**config.mk**
```make
export PLATFORM = sky130hd
export DESIGN_NAME = sfpi_top
export DESIGN_NICKNAME = d
export VERILOG_FILES = /design/src/sfpi_pkg.sv /design/src/sfpi_sync.sv /design/src/sfpi_top.sv
export SDC_FILE = /design/constraint.sdc
export NUM_CORES = 2
export LEC_CHECK = 0
export BUFFER_PORTS_ARGS = -buffer_cell sky130_fd_sc_hd__buf_2
export CORE_MARGIN = 2
export CORE_UTILIZATION = 30
export DETAILED_ROUTE_END_ITERATION = 6
export PLACE_DENSITY = 0.51
export SLEW_MARGIN = 20
export SYNTH_ARGS = -nofsm -noshare
export SYNTH_HDL_FRONTEND = slang
export SYNTH_SLANG_ARGS = --single-unit
```
**constraint.sdc**
```tcl
create_clock -name clock_i -period 12.64 [get_ports clock_i]
set_input_delay 1.896 -clock clock_i [delete_from_list [all_inputs] [get_ports clock_i]]
set_output_delay 1.896 -clock clock_i [all_outputs]
set_load 0.005 [all_outputs]
```
**src/sfpi_pkg.sv**
```systemverilog
/*
 * Shared constants and types for the serial flash pin interface.
 * Assumes one system clock at 50 MHz that oversamples the serial clock pin.
 */
package sfpi_pkg;

    // ==========================================================
    // Sizes
    localparam int SFPI_BUF_DEPTH = 256;
    localparam int SFPI_BUF_AW = 8;
    localparam int SFPI_SYNC_W = 6;
    localparam logic [3:0] SFPI_BYTE_BITS = 4'h8;
    localparam logic [2:0] SFPI_LAST_BIT = 3'h7;

    // ==========================================================
    // Bits moved per falling edge in each transfer mode
    localparam logic [3:0] SFPI_STEP_SINGLE = 4'h1;
    localparam logic [3:0] SFPI_STEP_DUAL = 4'h2;
    localparam logic [3:0] SFPI_STEP_QUAD = 4'h4;

    // ==========================================================
    // Status-lock pattern that makes the protect pin live
    localparam logic SFPI_LOCK_UPPER_WP = 1'b0;
    localparam logic SFPI_LOCK_LOWER_WP = 1'b1;

    typedef enum logic [1:0] {
        SFPI_XM_SINGLE = 2'h0,
        SFPI_XM_DUAL = 2'h1,
        SFPI_XM_QUAD = 2'h2
    } sfpi_xfer_mode_t;

    typedef enum logic [3:0] {
        SFPI_ST_STANDBY = 4'h1,
        SFPI_ST_SELECT = 4'h2,
        SFPI_ST_PAUSE = 4'h4,
        SFPI_ST_SELFTIME = 4'h8
    } sfpi_state_t;

    // Pin levels travel together through the synchroniser
    typedef struct packed {
        logic cs_n;
        logic sck;
        logic [3:0] dl;
    } sfpi_pins_t;

endpackage : sfpi_pkg

```
**src/sfpi_sync.sv**
```systemverilog
/*
 * Two-flop synchroniser for a bus of independent pin levels.
 * Assumes each bit is a level with no relation to its neighbours.
 */
`timescale 1ns/1ps
module sfpi_sync #(
    parameter int WIDTH = 1
) (
    // Clock and reset
    input wire logic clock_i,
    input wire logic sys_rst_i,
    // Levels
    input wire logic [WIDTH-1:0] async_i,
    output logic [WIDTH-1:0] sync_o
);
    logic [WIDTH-1:0] meta_ff;
    logic [WIDTH-1:0] sync_ff;

    // ==========================================================
    // Idle level of every pin is high (pull-ups)
    always_ff @(posedge clock_i) begin
        if (sys_rst_i) begin
            meta_ff <= '1;
            sync_ff <= '1;
        end else begin
            meta_ff <= async_i;
            sync_ff <= meta_ff;
        end
    end

    assign sync_o = sync_ff;

endmodule : sfpi_sync

```
**src/sfpi_top.sv**
```systemverilog
/*
 * Pin-level control of a serial flash: select framing, edge timing, multi-line
 * reads, protect and pause pins, and the 256-byte receive buffer.
 * Assumes the serial clock is at most a quarter of clock_i so that every
 * serial edge is seen after synchronisation; config bits come from logic.
 */
// Overview of operation
// - A falling select begins an operation; decoding starts only then.
// - A rising select ends the current operation.
// - Ending during a self-timed cycle stays active until the cycle completes.
// - Deselected means standby, not deep power-down, with output line floating.
// - Serial input is ignored while deselected.
// - Input bits are sampled on rising serial clock edges.
// - Output data changes only on falling serial clock edges.
// - Multi-line reads turn input line into data line 0, two or four bits.
// - Output line stays output as data line 1 in multi-line reads.
// - Protect pin is live only with quad off and lock bits 0 and 1.
// - Protect pin low in protection mode blocks status register changes.
// - With quad enabled the protect pin is data line 2 for quad.
// - A 256-byte buffer sits behind the interface, filled from single-line input only.
// - With quad off, hold/reset pin is pause or reset by a config bit.
// - Pause enters on hold falling, leaves on hold rising, both with clock low.
`timescale 1ns/1ps
module sfpi_top
    import sfpi_pkg::*;
(
    // Clock and reset
    input wire logic clock_i,
    input wire logic sys_rst_i,
    // Serial pins
    input wire logic cs_n_i,
    input wire logic sck_i,
    input wire logic [3:0] data_line_i,
    output logic [3:0] data_line_o,
    output logic [3:0] data_line_oe_o,
    // Configuration
    input wire logic quad_lines_enable_i,
    input wire logic status_lock_bit_upper_i,
    input wire logic status_lock_bit_lower_i,
    input wire logic hold_is_reset_i,
    input wire logic busy_i,
    // Transmit side
    input wire logic tx_en_i,
    input wire sfpi_xfer_mode_t tx_mode_i,
    input wire logic [7:0] tx_byte_i,
    output logic tx_take_o,
    // Receive side and buffer
    output logic frame_start_o,
    output logic frame_end_o,
    output logic [7:0] rx_byte_o,
    output logic rx_valid_o,
    input wire logic [SFPI_BUF_AW-1:0] buf_addr_i,
    output logic [7:0] buf_data_o,
    output logic [SFPI_BUF_AW-1:0] buf_count_o,
    // Status
    output logic standby_o,
    output logic paused_o,
    output logic hw_reset_o,
    output logic status_write_block_o
);
    sfpi_pins_t pins_s;
    sfpi_state_t state_ff, nxt_state;
    logic sck_q_ff, cs_q_ff, hold_q_ff;
    logic [7:0] rx_sh_ff;
    logic [2:0] rx_cnt_ff;
    logic [7:0] tx_sh_ff;
    logic [3:0] tx_cnt_ff;
    logic [3:0] dl_out_ff;
    logic [7:0] rx_byte_ff, buf_data_ff;
    logic rx_valid_ff, tx_take_ff, block_ff;
    logic [SFPI_BUF_AW-1:0] wr_ptr_ff;
    logic [7:0] buf_mem [0:SFPI_BUF_DEPTH-1];

    // ==========================================================
    // Pin synchronisation and edge detection
    sfpi_sync #(.WIDTH(SFPI_SYNC_W)) u_sync (
        .clock_i(clock_i),
        .sys_rst_i(sys_rst_i),
        .async_i({cs_n_i, sck_i, data_line_i}),
        .sync_o(pins_s)
    );

    wire cs_fall = cs_q_ff & ~pins_s.cs_n;
    wire cs_rise = ~cs_q_ff & pins_s.cs_n;
    wire sck_rise = ~sck_q_ff & pins_s.sck;
    wire sck_fall = sck_q_ff & ~pins_s.sck;
    wire selected = ~pins_s.cs_n;
    wire shifting = (state_ff == SFPI_ST_SELECT) && selected;

    // ==========================================================
    // Pin roles
    wire wp_mode = ~quad_lines_enable_i && (status_lock_bit_upper_i == SFPI_LOCK_UPPER_WP)
        && (status_lock_bit_lower_i == SFPI_LOCK_LOWER_WP);
    wire hold_mode = ~quad_lines_enable_i & ~hold_is_reset_i;
    wire hold_pin = pins_s.dl[3];
    wire hold_enter = hold_mode & selected & ~pins_s.sck & hold_q_ff & ~hold_pin;
    wire hold_leave = hold_mode & selected & ~pins_s.sck & ~hold_q_ff & hold_pin;
    // Quad falls back to single when the upper lines are not data lines
    wire quad_ok = quad_lines_enable_i;
    wire [3:0] step = (tx_mode_i == SFPI_XM_DUAL) ? SFPI_STEP_DUAL :
        ((tx_mode_i == SFPI_XM_QUAD) && quad_ok) ? SFPI_STEP_QUAD : SFPI_STEP_SINGLE;
    wire [7:0] tx_src = (tx_cnt_ff == 4'h0) ? tx_byte_i : tx_sh_ff;
    wire [3:0] tx_nib = (step == SFPI_STEP_QUAD) ? tx_src[7:4] :
        (step == SFPI_STEP_DUAL) ? {2'h0, tx_src[7:6]} : {2'h0, tx_src[7], 1'b0};
    wire [3:0] tx_left = ((tx_cnt_ff == 4'h0) ? SFPI_BYTE_BITS : tx_cnt_ff) - step;
    wire driving = shifting & tx_en_i;

    // ==========================================================
    // Frame state
    always_comb begin
        nxt_state = state_ff;
        unique case (state_ff)
            SFPI_ST_STANDBY: if (cs_fall) nxt_state = SFPI_ST_SELECT;
            SFPI_ST_SELECT: begin
                if (cs_rise) nxt_state = busy_i ? SFPI_ST_SELFTIME : SFPI_ST_STANDBY;
                else if (hold_enter) nxt_state = SFPI_ST_PAUSE;
            end
            SFPI_ST_PAUSE: begin
                if (cs_rise) nxt_state = busy_i ? SFPI_ST_SELFTIME : SFPI_ST_STANDBY;
                else if (hold_leave) nxt_state = SFPI_ST_SELECT;
            end
            SFPI_ST_SELFTIME: begin
                if (cs_fall) nxt_state = SFPI_ST_SELECT;
                else if (!busy_i) nxt_state = SFPI_ST_STANDBY;
            end
            default: nxt_state = SFPI_ST_STANDBY;
        endcase
    end

    always_ff @(posedge clock_i) begin
        if (sys_rst_i) begin
            state_ff <= SFPI_ST_STANDBY;
            sck_q_ff <= 1'b1;
            cs_q_ff <= 1'b1;
            hold_q_ff <= 1'b1;
        end else begin
            state_ff <= nxt_state;
            sck_q_ff <= pins_s.sck;
            cs_q_ff <= pins_s.cs_n;
            hold_q_ff <= hold_pin;
        end
    end

    // ==========================================================
    // Receive: rising edges, first bit is the most significant
    always_ff @(posedge clock_i) begin
        if (sys_rst_i || cs_fall) begin
            rx_sh_ff <= 8'h00;
            rx_cnt_ff <= 3'h0;
            rx_valid_ff <= 1'b0;
        end else begin
            rx_valid_ff <= 1'b0;
            if (shifting && sck_rise) begin
                rx_sh_ff <= {rx_sh_ff[6:0], pins_s.dl[0]};
                rx_cnt_ff <= rx_cnt_ff + 3'h1;
                rx_valid_ff <= (rx_cnt_ff == SFPI_LAST_BIT);
            end
        end
    end

    always_ff @(posedge clock_i) begin
        if (sys_rst_i) begin
            rx_byte_ff <= 8'h00;
        end else if (shifting && sck_rise && rx_cnt_ff == SFPI_LAST_BIT) begin
            rx_byte_ff <= {rx_sh_ff[6:0], pins_s.dl[0]};
        end
    end

    // ==========================================================
    // Byte buffer: filled from the line, read by the array side
    always_ff @(posedge clock_i) begin
        if (sys_rst_i || cs_fall) begin
            wr_ptr_ff <= 8'h00;
        end else if (rx_valid_ff) begin
            wr_ptr_ff <= wr_ptr_ff + 8'h01;
        end
    end

    // Pointer wraps so a long write overwrites from the start of the page
    always_ff @(posedge clock_i) begin
        if (rx_valid_ff) begin
            buf_mem[wr_ptr_ff] <= rx_byte_ff;
        end
        buf_data_ff <= buf_mem[buf_addr_i];
    end

    // ==========================================================
    // Transmit: falling edges only, 1, 2 or 4 bits each
    always_ff @(posedge clock_i) begin
        if (sys_rst_i || cs_fall) begin
            tx_sh_ff <= 8'h00;
            tx_cnt_ff <= 4'h0;
            dl_out_ff <= 4'h0;
            tx_take_ff <= 1'b0;
        end else begin
            tx_take_ff <= 1'b0;
            if (driving && sck_fall) begin
                dl_out_ff <= tx_nib;
                tx_sh_ff <= tx_src << step;
                tx_cnt_ff <= tx_left;
                tx_take_ff <= (tx_cnt_ff == 4'h0);
            end
        end
    end

    always_ff @(posedge clock_i) begin
        if (sys_rst_i) begin
            block_ff <= 1'b0;
        end else begin
            block_ff <= wp_mode & ~pins_s.dl[2];
        end
    end

    // ==========================================================
    // Outputs
    assign data_line_o = dl_out_ff;
    assign data_line_oe_o[1] = driving;
    assign data_line_oe_o[0] = driving && (step != SFPI_STEP_SINGLE);
    assign data_line_oe_o[2] = driving && (step == SFPI_STEP_QUAD);
    assign data_line_oe_o[3] = driving && (step == SFPI_STEP_QUAD);
    assign tx_take_o = tx_take_ff;
    assign frame_start_o = cs_fall;
    assign frame_end_o = cs_rise;
    assign rx_byte_o = rx_byte_ff;
    assign rx_valid_o = rx_valid_ff;
    assign buf_data_o = buf_data_ff;
    assign buf_count_o = wr_ptr_ff;
    assign standby_o = (state_ff == SFPI_ST_STANDBY);
    assign paused_o = (state_ff == SFPI_ST_PAUSE);
    assign hw_reset_o = ~quad_lines_enable_i & hold_is_reset_i & ~hold_pin;
    assign status_write_block_o = block_ff;
endmodule : sfpi_top

```
# After elaboration in Yosys (flattened, before gate mapping)
# Memory sizes are Yosys's and may differ from the RTL's. A register that Yosys moved wholly into a read port is not among the register bits.
# Index checks and enable logic that the tools add are counted.
# op_classes
add_sub_neg,3
mul,0
div,0
order_cmp,0
eq_ne,14
shift,1
muxes,17
bitwise_logic,27
n_reduce_logical,14
# op_table
op,count
4-bit 2-to-1 mux,10
4-bit case mux with 4 select lines,1
1-bit bitwise AND,15
1-bit inverter,12
1-bit logical AND,9
8-bit by 1-bit adder with 8-bit output (second input constant),1
8-bit 2-to-1 mux,1
8-bit by 3-bit << shifter with 8-bit output,1
3-bit == test (second input constant),2
3-bit 2-to-1 mux,2
3-bit != test (second input constant),2
4-bit by 1-bit == test with 1-bit output (second input constant),1
4-bit by 2-bit == test with 1-bit output (second input constant),1
4-bit by 3-bit == test with 1-bit output (second input constant),1
4-bit == test (second input constant),1
4-bit zero test,1
4-bit AND reduction,1
2-bit OR reduction,2
4-bit by 3-bit subtractor with 4-bit output,1
3-bit by 1-bit adder with 3-bit output (second input constant),1
3-bit by 2-bit == test with 1-bit output (second input constant),1
1-bit 2-to-1 mux,3
3-bit by 1-bit != test with 1-bit output (second input constant),1
3-bit by 2-bit != test with 1-bit output (second input constant),1
other kinds (4),4
# word_totals
ff_bits,64
latchBits,0
mem_bits_rw,2048
romBits,0
out_inout_bits,40
elab_cells,93
mem_count,1
# memory_table
memory,depth,word_bits,read_ports,rd_clocked_by_memory_dff,write_ports,line_no,rtl
buf_mem,256,8,1,1,1,sfpi_top.sv:72,logic [7:0] buf_mem [0:SFPI_BUF_DEPTH-1];

# Depth between registers and ports, before layout
# depth
ltp_word,9
depth_mapped,12
depth_no_buf,10

# Hierarchy
# A second synthesis with hierarchy kept.
# hier_totals
cells_unflattened,4062
hier_area_um2,82491.6
# modules_own_cells
module,instances,cells_per_inst,area_per_inst_um2,seq_area_each_um2
sfpi_top,1,4037,82171.3,62700.1
sfpi_sync,1,25,320.3,240.2

# Worst setup path after synthesis
# OpenSTA, ideal clock, no wires.
# synth_timing
path_type,flip-flop to output port
from,"register rx_byte_ff[0], in the netlist rx_byte_o[0]"
to,output rx_byte_o[0]
t_arrival_ps,3429
required_time_ps,10744
setup_slack_ps,7315
path_stages_with_launch,1
path_buffers,0
cell_sequence,dfxtp_1
# synth_rtl
item,line_no,rtl
"start, declared",sfpi_top.sv:69,"logic [7:0] rx_byte_ff, buf_data_ff;"
"start signal, assigned",sfpi_top.sv:165,"rx_byte_ff <= {rx_sh_ff[6:0], pins_s.dl[0]};"
"end, declared",sfpi_top.sv:50,"output logic [7:0] rx_byte_o,"
# No word-level cell between the ends.

==> PnR_summary.wiki <==
{| class="wikitable"
! Metric !! Value
|-
| Clock latency on the worst-skew pair || 0.87 ns
|-
| Syn Area/Cell || 20.28 µm²
|-
| Chip width || 527.1 µm
|-
| Beginning of the worst hold path || u_sync.meta_ff[0]
|-
| Number of global-route vias before repair || 41170
|-
| Fraction of final layout cells with drive strength greater than 1 || 0.2207
|-
| Number of cells traversed by the worst register-to-register path || 3
|-
| Cell depth of the worst min-delay path || 1
|-
| Wire length of the first global-routing pass || 307500 µm
|-
| Flop-to-flop setup slack || 9.08 ns
|-
| Number of enable flip-flop cells after synthesis || 2048
|-
| Reg2Reg Capture Point || buf_mem[126][2]
|-
| Critical Path End Type || flip-flop
|-
| Die H || 527.1 µm
|-
| Core Rows || 192
|-
| Number of antenna violations at the first check in global routing || 8
|-
| Switching power as a share of total power || 0.2103
|-
| Initial core utilization || 0.3008
|-
| Crit path max fanout || 73
|-
| Via Count || 40130
|-
| Gpl congestion || 0.7815
|-
| Worst min-delay path class || reg -> reg
|-
| Worst Slack Setup Final || 7.211 ns
|-
| Area of the mapped netlist || 82100 µm²
|-
| Count of yosys warnings during synthesis || 0
|-
| Worst path max stage delay || 0.91 ns
|-
| Register clock-pin slew on the reported worst setup and hold paths || 0.06 ns
|-
| Leakage power summed over all cells || 29.05 nW
|-
| Period utilization || 0.4295
|-
| Final hold violation count || 0
|-
| Detail Placement HPWL || 129500 µm
|-
| Pin slew with the least headroom to its limit || 1.171 ns
|-
| Net switching power || 3.043 mW
|-
| Critical path, cell by cell || buf_8 -> buf_4 -> buf_12 -> mux4_2 -> a22oi_1 -> a21oi_1 -> nor3_1 -> a22o_1 -> nor3_1
|-
| Post-synth cell types || 64
|-
| Residual antenna-violating net count after detailed routing || 0
|-
| Library cell occupying the most area in the post-synthesis netlist || edfxtp_1
|-
| Share of flip-flops with an asynchronous set or reset after synthesis || 0
|-
| CP Class || in -> reg
|-
| Prevailing post-synth register cell || edfxtp_1
|-
| DRC marker count from the first detailed-route iteration || 3967
|-
| Final wirelength || 215500 µm
|-
| # clock sinks || 2118
|-
| Signed area change from the synthesized netlist to the final layout || 13.56%
|-
| Violations in the final reports || DRC
|-
| Status || finished, violations left
|-
| Ratio of total power to cell area || 155.2 nW/µm²
|-
| Internal portion of total power || 11.43 mW
|-
| Total setup violations reported at the end of the flow || 0
|-
| H-tree Lvls || 4
|-
| Sequential cell area fraction in the yosys report || 0.7662
|-
| Arrival time of data at the critical path endpoint || 6.16 ns
|-
| Yosys reg bits || 2118
|-
| Die ar. || 277900 µm²
|-
| Number of cells upsized or downsized after cts || 0
|-
| Cell type of the slowest stage on the worst timing path || nor3_1
|-
| Total DRC errors in the routed layout || 2
|-
| Syn nets || 4091
|-
| Number of vias per cell after detailed routing || 5.062
|-
| Clock tree from TritonCTS || built
|-
| Worst vdd ir || 0.0001068 V
|-
| Root buffer cell || clkbuf_16
|-
| 1st-pass router iterations || 7
|-
| Combined global-route utilization of all metal layers || 0.1523
|-
| Final routed wire length divided by cell count || 27.19 µm
|-
| Total global routing overflow || 0
|-
| Sequential fraction of design power || 0.525
|-
| RSZ-0062 raised after global routing || no
|-
| Minimum clock period after layout || 5.429 ns
|-
| Highest Clock Rate || 0.1842 GHz
|-
| TritonCTS buffer count || 218
|-
| Maximum number of pins on one net before global-route repair || 146
|-
| Setup_tns || 0 ns
|-
| # port buffers || 70
|-
| Place WS || 6.209 ns
|-
| Part of the total power dissipated in the clock network || 0.437
|-
| Area inside the core boundary || 272900 µm²
|-
| Worst rel slew slack || 0.2130
|-
| Number of nets at the end of the flow || 4208
|-
| Boundary Pins || 72
|-
| CTS Hold Bufs || 0
|-
| Final Slew Violations || 0
|-
| Number of buffers on the longest clock path || 4
|-
| Endpoint with the worst hold slack || u_sync.sync_o[0]
|-
| Clk_skew || 0.08365 ns
|-
| CP Launch Type || primary input
|-
| Number of cells produced by synthesis || 4049
|-
| Top post-synthesis cells by area || edfxtp_1, mux4_2, mux2i_1, dfxtp_1, a22oi_1
|-
| WP data required || 13.37 ns
|-
| Maximum capacitance violations || 0
|-
| Post-CTS repair timing setup buffer count || 0
|-
| Most Frequent Cell on Critical Path || nor3_1
|-
| Area share of the largest cell type after synthesis || 0.7491
|-
| FF-to-FF Start || buf_count_o[4]
|-
| Part of the total power dissipated in combinational logic || 0.038
|}
[area by class of cell]
type	instances	area (µm²)
Clock buffer	276	5797
Fill cell	25610	179700
Multi-Input combinational cell	1662	17740
Timing Repair Buffer	157	1144
Inverter	9	33.78
Antenna cell	2	5.005
Clock inverter	114	1087
Sequential cell	2118	62930
Tap cell	3589	4491
[synthesized netlist by cell type (all sizes together) (23+ instances only)]
cell    instances
o22ai          42
clkbuf        123
nand3          39
mux4          448
buf           137
nor2          319
nand2          84
a21oi         112
mux2i         152
dfxtp          70
a22oi         166
edfxtp       2048
o221ai         33
nor3           23
[cell families (layout without fill, tap and decap cells)]
kind of cell	Yosys count	after routing	share of synthesized area
XOR/XNOR	9	9	0.0009601
flip-flops	2118	2118	0.7662
AO/OA/AOI/OAI	451	451	0.03780
multiplexers	607	607	0.1424
other	0	2	0
buffers and inverters	269	556	0.01905
adder cells (fa/ha/maj)	10	10	0.001616
AND/OR/NAND/NOR	585	585	0.03201
[cells in the final DEF, fill, tap and decap left out, types with 49 or more instances in the layout]
cell type and n:
nor2_1 315, a22oi_1 166, a21oi_1 111, mux4_2 448, buf_2 68, nand2_1 79, dfxtp_1 62, clkbuf_1 49
buf_4 78, edfxtp_1 2048, clkbuf_16 221, mux2i_1 152
[routing by layer]
layer	up-vias	part of all wire	global-route usage	wire length (µm)
li1	17000	-	-	-
met3	324	0.053	0.02009	11360
met5	-	0	0	0
met2	1186	0.48	0.2468	103700
met4	0	0.028	0.04274	6059
met1	21620	0.44	0.2145	94400
[state kept, by name (all words and copies together), names as in the netlist, 3 cells and up]
| register | cells |
|---|---|
| buf_data_o | 8 |
| state_ff | 4 |
| rx_sh_ff | 7 |
| u_sync.meta_ff | 5 |
| tx_cnt_ff | 4 |
| buf_mem | 2048 |
| rx_byte_o | 8 |
| data_line_o | 4 |
| u_sync.sync_o | 5 |
| buf_count_o | 8 |
| rx_cnt_ff | 3 |
| tx_sh_ff | 8 |
[critical path: cells and delay by family]
family	cells	cell delay [ns]
AND/OR/NAND/NOR	2	0.97
AO/OA/AOI/OAI	3	0.76
multiplexers	1	0.64
buffers and inverters	3	1.58
[stage by stage]
| step | cells | cell area (µm²) | power [mW] | hold slack, ns | utilization |
|---|---|---|---|---|---|
| after floorplan | 4049 | 82100 | 8.119 | 0.3895 | - |
| after global placement | 7534 | 86290 | 8.311 | 0.3914 | 0.3162 |
| after detailed placement | 7534 | 86300 | 8.311 | 0.3942 | 0.3162 |
| after CTS | 7924 | 93180 | 14.61 | 0.4094 | 0.3414 |
| after global routing | 7925 | 93220 | 14.88 | 0.4263 | 0.3416 |
| final | 7927 | 93220 | 14.47 | 0.4088 | 0.3416 |
[power by group through the flow]
stage               sequential [mW]  clock [mW]  combinational [mW]
finish                         7.60        6.32               0.551
global route                   7.59        6.70               0.587
CTS                            7.60        6.44               0.564
detailed placement             7.75           0               0.563
global placement               7.75           0               0.564
floorplan                      7.74           0               0.381
[worst max-delay path by stage]
| stage | depth (start not counted) | to | from | slack, ns |
|---|---|---|---|---|
| finish | 9 | buf_data_o[6] | buf_addr_i[0] | 7.21 |
| detailed placement | 9 | buf_data_o[6] | buf_addr_i[0] | 6.21 |
| CTS | 9 | buf_data_o[6] | buf_addr_i[0] | 7.16 |
| global placement | 9 | buf_data_o[6] | buf_addr_i[0] | 6.22 |
| floorplan | 0 | rx_byte_o[0] | rx_byte_o[0] | 7.31 |
| global route | 9 | buf_data_o[6] | buf_addr_i[0] | 7.03 |
(Power assumes the default switching activity.)
